===== src/logic/awsw_regs.vh =====
// Purpose: constants for the task-file sector write command block
// Assumes: register index times four gives the apb byte address
// Notes:
// Contract
// - opcodes 30h and 31h write sectors; 3ch writes with verification.
// - legacy opcodes cdh and 38h run exactly as a plain sector write.
// - transfer length 1 to 256 sectors; zero means 256.
// - start at task-file address, advance one sector per sector written.
// - on accept set busy, then data request with busy cleared.
// - no interrupt when ready for the first buffer fill.
// - sector in buffer: busy, no request; next ready: request plus interrupt.
// - after last sector busy holds until done, then clear and interrupt.
// - on error stop at the failing sector, skip the rest.
// - on error leave failing sector address in the task-file registers.
// - unit/head: bits 7,5 one, bit 6 linear, bit 4 unit, 3:0 head.
// - linear mode: track high 23-16, track low 15-8, sector 7-0.
// - each sector is exactly 512 bytes of host data.
`ifndef AWSW_REGS_VH
`define AWSW_REGS_VH

// register indices; byte address is index times four
`define AWSW_IDX_DATA 4'h0
`define AWSW_IDX_PARAM 4'h1
`define AWSW_IDX_LEN 4'h2
`define AWSW_IDX_SECT 4'h3
`define AWSW_IDX_TRKL 4'h4
`define AWSW_IDX_TRKH 4'h5
`define AWSW_IDX_UNIT 4'h6
`define AWSW_IDX_OPC 4'h7
`define AWSW_IDX_IRQ 4'h8
`define AWSW_IDX_MASK 4'h9

`define AWSW_OP_WR0 8'h30
`define AWSW_OP_WR1 8'h31
`define AWSW_OP_VFY 8'h3c
`define AWSW_OP_LEG0 8'hcd
`define AWSW_OP_LEG1 8'h38

// sector is 128 words of 32 bits = 512 bytes
`define AWSW_LAST_WORD 7'h7f
`define AWSW_FULL_LEN 9'h100

`define AWSW_ST_BSY 7
`define AWSW_ST_DRDY 6
`define AWSW_ST_DRQ 3
`define AWSW_ST_ERR 0
`define AWSW_ER_ABRT 2
`define AWSW_ER_IDNF 4

`define AWSW_UH_LBA 6
`define AWSW_UH_RESET 8'ha0
`define AWSW_SECT_RESET 8'h01

`define AWSW_EV_DRQ 0
`define AWSW_EV_DONE 1
`define AWSW_EV_ERR 2

`endif


===== src/logic/awsw_top.v =====
// Purpose: task-file sector write command engine with apb access
// Assumes: media side writes one buffered sector per request
// Notes: zero wait state apb slave, 32-bit data port
`timescale 1ns/10ps
`default_nettype none
`include "awsw_regs.vh"

module awsw_top #(
   parameter [7:0] SECT_PER_TRK = 8'h3f,
   parameter [3:0] HEAD_LAST = 4'hf
) (
   input wire pclk,
   input wire presetn,
   input wire psel,
   input wire penable,
   input wire pwrite,
   input wire [31:0] paddr,
   input wire [31:0] pwdata,
   input wire [3:0] pstrb,
   output reg [31:0] prdata,
   output reg pready,
   output reg pslverr,
   output reg irq,
   output reg media_req,
   output reg media_verify,
   output reg [27:0] media_addr,
   output reg media_lba,
   input wire [6:0] media_rd_idx,
   output reg [31:0] media_rd_data,
   input wire media_done,
   input wire media_error
);

   localparam [2:0] ST_IDLE = 3'h0;
   localparam [2:0] ST_ACCEPT = 3'h1;
   localparam [2:0] ST_FILL = 3'h2;
   localparam [2:0] ST_MEDIA = 3'h3;
   localparam [2:0] ST_WAIT = 3'h4;

   reg [31:0] buf_mem [0:127];
   reg [2:0] state_q;
   reg [7:0] len_q;
   reg [7:0] sect_q;
   reg [7:0] trkl_q;
   reg [7:0] trkh_q;
   reg [7:0] unit_q;
   reg [7:0] err_q;
   reg bsy_q;
   reg drq_q;
   reg errst_q;
   reg verify_q;
   reg [8:0] left_q;
   reg [6:0] widx_q;
   reg [2:0] irq_st_q;
   reg [2:0] mask_q;
   reg [2:0] irq_st_d;
   reg [2:0] mask_d;
   reg clr_irq;
   reg [2:0] ev;
   reg [7:0] stat;
   reg [31:0] rd_d;
   reg sect_wrap;
   reg head_wrap;

   wire setup = psel & ~penable;
   wire acc = psel & penable & pready;
   wire wr = acc & pwrite;
   wire rd_acc = acc & ~pwrite;
   wire [3:0] idx = paddr[5:2];
   wire aligned = (paddr[1:0] == 2'h0) && (paddr[31:6] == 26'h000_0000);
   wire [7:0] wb = pwdata[7:0];
   wire lba_mode = unit_q[`AWSW_UH_LBA];

   // map opcode to write kind; 2'b01 plain, 2'b11 verify, 2'b00 unknown
   function [1:0] op_kind;
      input [7:0] op;
      begin
         case (op)
            `AWSW_OP_WR0, `AWSW_OP_WR1: op_kind = 2'b01;
            `AWSW_OP_LEG0, `AWSW_OP_LEG1: op_kind = 2'b01;
            `AWSW_OP_VFY: op_kind = 2'b11;
            default: op_kind = 2'b00;
         endcase
      end
   endfunction

   // register decode shared by read and write paths
   function mapped;
      input [3:0] i;
      begin
         mapped = (i <= `AWSW_IDX_MASK);
      end
   endfunction

   // one register hit by the access phase of a qualified transfer
   function hit;
      input strobe;
      input [3:0] i;
      input [3:0] want;
      begin
         hit = strobe & (i == want);
      end
   endfunction

   always @* begin
      stat = 8'h00;
      stat[`AWSW_ST_BSY] = bsy_q;
      stat[`AWSW_ST_DRDY] = ~bsy_q;
      stat[`AWSW_ST_DRQ] = drq_q;
      stat[`AWSW_ST_ERR] = errst_q;
   end

   always @* begin
      rd_d = 32'h0000_0000;
      case (idx)
         `AWSW_IDX_PARAM: rd_d[7:0] = err_q;
         `AWSW_IDX_LEN: rd_d[7:0] = len_q;
         `AWSW_IDX_SECT: rd_d[7:0] = sect_q;
         `AWSW_IDX_TRKL: rd_d[7:0] = trkl_q;
         `AWSW_IDX_TRKH: rd_d[7:0] = trkh_q;
         `AWSW_IDX_UNIT: rd_d[7:0] = unit_q;
         `AWSW_IDX_OPC: rd_d[7:0] = stat;
         // an event in the setup cycle must not be lost to the clear
         `AWSW_IDX_IRQ: rd_d[2:0] = irq_st_q | ev;
         `AWSW_IDX_MASK: rd_d[2:0] = mask_q;
         default: rd_d = 32'h0000_0000;
      endcase
   end

   // chs wrap points for the sequential advance
   always @* begin
      sect_wrap = (sect_q == SECT_PER_TRK);
      head_wrap = (unit_q[3:0] == HEAD_LAST);
   end

   // apb answer: pready registered, so every access has one wait-free beat
   always @(posedge pclk or negedge presetn) begin
      if (!presetn) begin
         pready <= 1'b0;
         pslverr <= 1'b0;
         prdata <= 32'h0000_0000;
      end else begin
         pready <= setup;
         pslverr <= setup & ~(aligned & mapped(idx));
         if (setup & ~pwrite & aligned) begin
            prdata <= rd_d;
         end else if (setup) begin
            prdata <= 32'h0000_0000;
         end
      end
   end

   // sector buffer; only whole-word writes, strobes not honoured per lane
   always @(posedge pclk) begin
      if (wr & aligned & (idx == `AWSW_IDX_DATA) & (state_q == ST_FILL)) begin
         buf_mem[widx_q] <= pwdata;
      end
   end

   // read port cleared in reset like every other output
   always @(posedge pclk or negedge presetn) begin
      if (!presetn) begin
         media_rd_data <= 32'h0000_0000;
      end else begin
         media_rd_data <= buf_mem[media_rd_idx];
      end
   end

   always @* begin
      ev = 3'b000;
      if ((state_q == ST_WAIT) & media_done) begin
         if (media_error) begin
            ev[`AWSW_EV_ERR] = 1'b1;
            ev[`AWSW_EV_DONE] = 1'b1;
         end else if (left_q == 9'h001) begin
            ev[`AWSW_EV_DONE] = 1'b1;
         end else begin
            ev[`AWSW_EV_DRQ] = 1'b1;
         end
      end
      if (wr & aligned & (idx == `AWSW_IDX_OPC) & (state_q == ST_IDLE) &
          (op_kind(wb) == 2'b00)) begin
         ev[`AWSW_EV_ERR] = 1'b1;
         ev[`AWSW_EV_DONE] = 1'b1;
      end
   end

   // next sticky and mask values; a new event wins over the read that clears
   always @* begin
      clr_irq = hit(rd_acc & aligned, idx, `AWSW_IDX_IRQ);
      if (clr_irq) begin
         irq_st_d = ev;
      end else begin
         irq_st_d = irq_st_q | ev;
      end
      mask_d = mask_q;
      if (hit(wr & aligned, idx, `AWSW_IDX_MASK) & pstrb[0]) begin
         mask_d = pwdata[2:0];
      end
   end

   // irq follows the next values so a mask write takes effect at once
   always @(posedge pclk or negedge presetn) begin
      if (!presetn) begin
         irq_st_q <= 3'b000;
         mask_q <= 3'b000;
         irq <= 1'b0;
      end else begin
         irq_st_q <= irq_st_d;
         mask_q <= mask_d;
         irq <= |(irq_st_d & mask_d);
      end
   end

   // command sequencer and task file
   always @(posedge pclk or negedge presetn) begin
      if (!presetn) begin
         state_q <= ST_IDLE;
         len_q <= 8'h01;
         sect_q <= `AWSW_SECT_RESET;
         trkl_q <= 8'h00;
         trkh_q <= 8'h00;
         unit_q <= `AWSW_UH_RESET;
         err_q <= 8'h00;
         bsy_q <= 1'b0;
         drq_q <= 1'b0;
         errst_q <= 1'b0;
         verify_q <= 1'b0;
         left_q <= 9'h000;
         widx_q <= 7'h00;
         media_req <= 1'b0;
         media_verify <= 1'b0;
         media_addr <= 28'h000_0000;
         media_lba <= 1'b0;
      end else begin
         media_req <= 1'b0;
         case (state_q)
            ST_IDLE: begin
               if (wr & aligned) begin
                  case (idx)
                     `AWSW_IDX_LEN: len_q <= wb;
                     `AWSW_IDX_SECT: sect_q <= wb;
                     `AWSW_IDX_TRKL: trkl_q <= wb;
                     `AWSW_IDX_TRKH: trkh_q <= wb;
                     `AWSW_IDX_UNIT: unit_q <= wb;
                     `AWSW_IDX_OPC: begin
                        err_q <= 8'h00;
                        if (op_kind(wb) == 2'b00) begin
                           err_q[`AWSW_ER_ABRT] <= 1'b1;
                           errst_q <= 1'b1;
                        end else begin
                           // param register deliberately not consulted
                           verify_q <= op_kind(wb) == 2'b11;
                           errst_q <= 1'b0;
                           bsy_q <= 1'b1;
                           state_q <= ST_ACCEPT;
                           if (len_q == 8'h00) begin
                              left_q <= `AWSW_FULL_LEN;
                           end else begin
                              left_q <= {1'b0, len_q};
                           end
                        end
                     end
                     default: err_q <= err_q;
                  endcase
               end
            end
            ST_ACCEPT: begin
               // first fill raises no event
               bsy_q <= 1'b0;
               drq_q <= 1'b1;
               widx_q <= 7'h00;
               state_q <= ST_FILL;
            end
            ST_FILL: begin
               if (wr & aligned & (idx == `AWSW_IDX_DATA)) begin
                  widx_q <= widx_q + 7'h01;
                  if (widx_q == `AWSW_LAST_WORD) begin
                     bsy_q <= 1'b1;
                     drq_q <= 1'b0;
                     state_q <= ST_MEDIA;
                  end
               end
            end
            ST_MEDIA: begin
               media_req <= 1'b1;
               media_verify <= verify_q;
               media_lba <= lba_mode;
               // both addressing modes share one field packing
               if (lba_mode) begin
                  media_addr <= {unit_q[3:0], trkh_q, trkl_q, sect_q};
               end else begin
                  media_addr <= {unit_q[3:0], trkh_q, trkl_q, sect_q};
               end
               state_q <= ST_WAIT;
            end
            ST_WAIT: begin
               if (media_done) begin
                  if (media_error) begin
                     // task file still names the failing sector
                     err_q[`AWSW_ER_IDNF] <= 1'b1;
                     errst_q <= 1'b1;
                     bsy_q <= 1'b0;
                     state_q <= ST_IDLE;
                  end else begin
                     left_q <= left_q - 9'h001;
                     len_q <= len_q - 8'h01;
                     if (lba_mode) begin
                        {unit_q[3:0], trkh_q, trkl_q, sect_q} <=
                           {unit_q[3:0], trkh_q, trkl_q, sect_q} +
                           28'h000_0001;
                     end else if (!sect_wrap) begin
                        sect_q <= sect_q + 8'h01;
                     end else begin
                        sect_q <= `AWSW_SECT_RESET;
                        if (!head_wrap) begin
                           unit_q[3:0] <= unit_q[3:0] + 4'h1;
                        end else begin
                           unit_q[3:0] <= 4'h0;
                           {trkh_q, trkl_q} <= {trkh_q, trkl_q} + 16'h0001;
                        end
                     end
                     if (left_q == 9'h001) begin
                        bsy_q <= 1'b0;
                        state_q <= ST_IDLE;
                     end else begin
                        bsy_q <= 1'b0;
                        drq_q <= 1'b1;
                        widx_q <= 7'h00;
                        state_q <= ST_FILL;
                     end
                  end
               end
            end
            default: begin
               state_q <= ST_IDLE;
               bsy_q <= 1'b0;
               drq_q <= 1'b0;
            end
         endcase
      end
   end

endmodule // awsw_top
`default_nettype wire


===== config.mk =====
export PLATFORM = sky130hd
export DESIGN_NAME = awsw_top
export DESIGN_NICKNAME = d
export VERILOG_FILES = /design/src/logic/awsw_top.v
export VERILOG_INCLUDE_DIRS = /design/src /design/src/logic
export SDC_FILE = /design/constraint.sdc
export NUM_CORES = 2
export LEC_CHECK = 0
export BUFFER_PORTS_ARGS = -buffer_cell sky130_fd_sc_hd__buf_2
export CAP_MARGIN = 20
export CORE_MARGIN = 3
export CORE_UTILIZATION = 60
export DETAILED_ROUTE_END_ITERATION = 10
export PLACE_DENSITY = 0.77
export RECOVER_POWER = 50
export SLEW_MARGIN = 20
export SYNTH_ARGS = -nofsm -noshare
export SYNTH_HDL_FRONTEND = slang
export SYNTH_SLANG_ARGS = --single-unit
export TNS_END_PERCENT = 1

===== constraint.sdc =====
create_clock -name pclk -period 7.2 [get_ports pclk]
set_input_delay 1.44 -clock pclk [delete_from_list [all_inputs] [get_ports pclk]]
set_output_delay 1.44 -clock pclk [all_outputs]
set_load 0.02 [all_outputs]

==> results.yml <==
sta:
  finalSetupViolCount: 0
  finClkSkew_ns: 0.0511
  hold_violations: 0
  slew_violations: 3369
  tns_ns: 0
  period_minus_slack_ns: 6.06
  fin_crit_sh: 0.842
  worst_slew_pin_slew_ns: 4.87
  rsz0062_at_grt: "no"
  max_slew_margin: -2.25
  setup_ws_ns: 1.14
  fin_hold_ws_ns: 0.487
  clock.fmax_ghz: 0.165
placed_design:
  placedCellCount: 12000
  place_ws_ns: 1.56
  place_area_sq_mm: 0.172
  dpl.hpwl_um: 290000
  gp_congestion: 0.956
  io_buffer_count: 152
die:
  die_x_um: 530
  initial_core_util: 0.605
  die_h_um: 530
  io_pins: 180
  core_region_area_sq_mm: 0.272
  row_count: 191
  die-area_sq_mm: 0.281
min_path:
  hold_path.class: "reg -> reg"
  hold_depth: 2
yosys:
  synth_compound_area_frac: 0.0531
  synth-edff-count: 4096
  synth-seq-cells: 4241
  synth_flop_cell: "edfxtp_1"
  yosysTopAreaCell: "edfxtp_1"
  synthMuxAreaShare: 0.135
  synthCells: 8464
  synth_xor_area_frac: 0.000106
  netlist_area_sq_mm: 0.165
  synth.avg_cell_area_sq_um: 19.4
  synthAdderAreaFrac: 0.000608
  ys_async_sr_fraction: 0.0342
  synth_top_family_by_area: "multiplexers"
  yosysWarnings: 0
  synthDistinctLibCells: 79
  seq_area_frac_synth: 0.769
  synth_area_leaders: "edfxtp_1 (75%), mux4_2 (7.0%), mux2i_1 (6.2%), o221ai_1 (2.4%), dfrtp_1 (2.1%)"
  synth_top_area_frac: 0.747
  yosys.area_share.simple: 0.0276
route:
  vias: 91500
  drtIter0Drc: 15100
  wl_per_cell_um: 37.7
  avgViaCountPerCell: 7.15
  ant_nets: 0
  finalWirelength_um: 483000
  route.detailed.drc: 0
  dr.pass1.iters: 8
global_routing:
  grt_max_degree: 128
  grt_pass1_vias: 87700
  grt_pass1_wl_um: 671000
  grt.total_usage: 0.342
  grt_overflow: 0
  antenna_found_initial: 37
worst_setup_path:
  path_class: "in -> reg"
  r2r_setup_slack_ns: 2.87
  crit_chain: "clkbuf_1, clkbuf_1, buf_4"
  arrival_ns: 6.68
  cp_slowest_cell: "clkbuf_1"
  crit_top_cell: "clkbuf_1"
  cp_data_required_time_ns: 7.81
  cpPeakStageDelay_ns: 2.27
  path_max_fanout: 50
  ff2ff_path_depth: 7
  cp-end-kind: "flip-flop"
  start_kind: "input port"
final_layout:
  num-nets-final: 8963
  area_growth_syn_to_layout_pct: 12.8
  final_core_util: 0.682
  multi_input_area_sq_mm: 0.0368
  layout.cells.non_filler: 12800
  seq_area_sq_mm: 0.127
  fill_cells: 16400
  drive_gt1_frac: 0.193
  final_area_sq_mm: 0.186
power_and_ir_drop:
  peakVddDrop_mv: 0.306
  p_leak_nw: 61.0
  powerDensity_mw_per_mm2: 275
  power_mw: 51.0
status:
  status: "finished with violations"
  violations: "max-capacitance violations, max-slew violations"
job:
  cap_violations: 57
clock_tree:
  h-tree-depth: 5
  cts_root_buffer: "clkbuf_16"
  cts_made_buffers: 411
  cts.clk_slew.worst_paths_ns: 0.06
  ctsResizeCount: 0
  clock_path_buffers: 4
  cts_tree: "built"
  cts_sinks: 4241
  postCtsSetupBuffers: 0
  cts_hold_buf: 0
  clk_latency_ns: 0.94
-- layout make-up --
class                   instances  area share
diodes                         23    0.000310
clock buffers                 520      0.0585
clock inverters               227      0.0122
inverters                      15    0.000344
multi-input cells            3667       0.198
flip-flops and latches       4241       0.682
well taps                    3570      0.0241
repair buffers                537      0.0243
-- routing by layer --
metal  wire, um  GRT usage  vias up
li1           -          -    36400
met1     162000      0.456    46900
met2     218000      0.503     7097
met3      69000      0.106     1083
met4      33800      0.200       18
met5        123    0.00376        -
-- power breakdown --
group | switching, mW | total, mW | leakage [nW] | internal (mW)
clock network | 9.07 | 21.2 | 6.44 | 12.1
logic | 1.84 | 2.55 | 15.9 | 0.712
registers | 0.0899 | 27.2 | 38.7 | 27.1
total | 11.0 | 51.0 | 61.0 | 40.0
-- state kept, by name, summed over array words and instances (netlist names), 2 cells and up --
register / count
trkh_q: 8
widx_q: 7
state_q: 3
buf_mem: 4096
left_q: 9
len_q: 8
irq_st_q: 3
mask_q: 3
prdata: 8
err_q: 2
media_rd_data: 32
unit_q: 8
trkl_q: 8
sect_q: 8
media_addr: 28
-- final timing paths --
path / from / end
max in group asynchronous: presetn / widx_q[3]$_DFFE_PN0P_
worst max-delay path: pwdata[0] / buf_mem[34][0]$_DFFE_PP_
worst min register to register: media_lba$_DFFE_PN0P_ / media_lba$_DFFE_PN0P_
min in group asynchronous: presetn / irq$_DFF_PN0_
worst min-delay path: media_lba$_DFFE_PN0P_ / media_lba$_DFFE_PN0P_
worst max register to register: state_q[2]$_DFFE_PN0P_ / trkh_q[6]$_DFFE_PN0P_
-- Yosys cell counts (9+ instances only) --
| library cell | count |
|---|---|
| nor2b_1 | 11 |
| nand3_1 | 37 |
| mux2_2 | 35 |
| buf_2 | 61 |
| nor4_1 | 74 |
| o2111ai_1 | 31 |
| o22a_1 | 20 |
| nand2b_1 | 10 |
| clkbuf_1 | 356 |
| dfrtp_1 | 141 |
| a31oi_1 | 20 |
| buf_4 | 25 |
| buf_1 | 118 |
| a2111oi_0 | 32 |
| mux4_2 | 512 |
| nand2_1 | 102 |
| o21ai_0 | 133 |
| a221oi_1 | 94 |
| or4_1 | 39 |
| mux2i_1 | 1025 |
| nand3b_1 | 9 |
| a211o_1 | 34 |
| o221ai_1 | 447 |
| a32oi_1 | 33 |
| nand4_1 | 13 |
| a21oi_1 | 183 |
| nor2_1 | 264 |
| and3_1 | 9 |
| a22oi_1 | 13 |
| o22ai_1 | 69 |
| nor3_1 | 275 |
| edfxtp_1 | 4096 |
| inv_1 | 15 |
-- placed cells by master (no fill, tap or decap), types with 135 or more instances in the layout --
| cell type | n |
|---|---|
| clkbuf_16 | 415 |
| a21oi_1 | 182 |
| dfrtp_1 | 141 |
| buf_4 | 280 |
| clkbuf_1 | 141 |
| nor2_1 | 135 |
| edfxtp_1 | 4096 |
| o221ai_1 | 447 |
| mux4_2 | 512 |
| mux2i_1 | 1025 |
| nor3_1 | 275 |
-- worst max-delay path, delay by kind of cell --
| kind | cells | cell delay (ns) |
|---|---|---|
| buffers and inverters | 3 | 5.03 |
-- logic make-up (layout without fill, tap and decap cells) --
kind of cell | count (synthesis) | count (layout)
flops | 4241 | 4241
mux | 1572 | 1572
compound gates | 1162 | 1162
simple gates | 899 | 899
buf+inv | 579 | 1299
fa+ha+maj | 8 | 8
xor+xnor | 2 | 2
other cells | 1 | 47
Power figures use the tool's default switching activity.
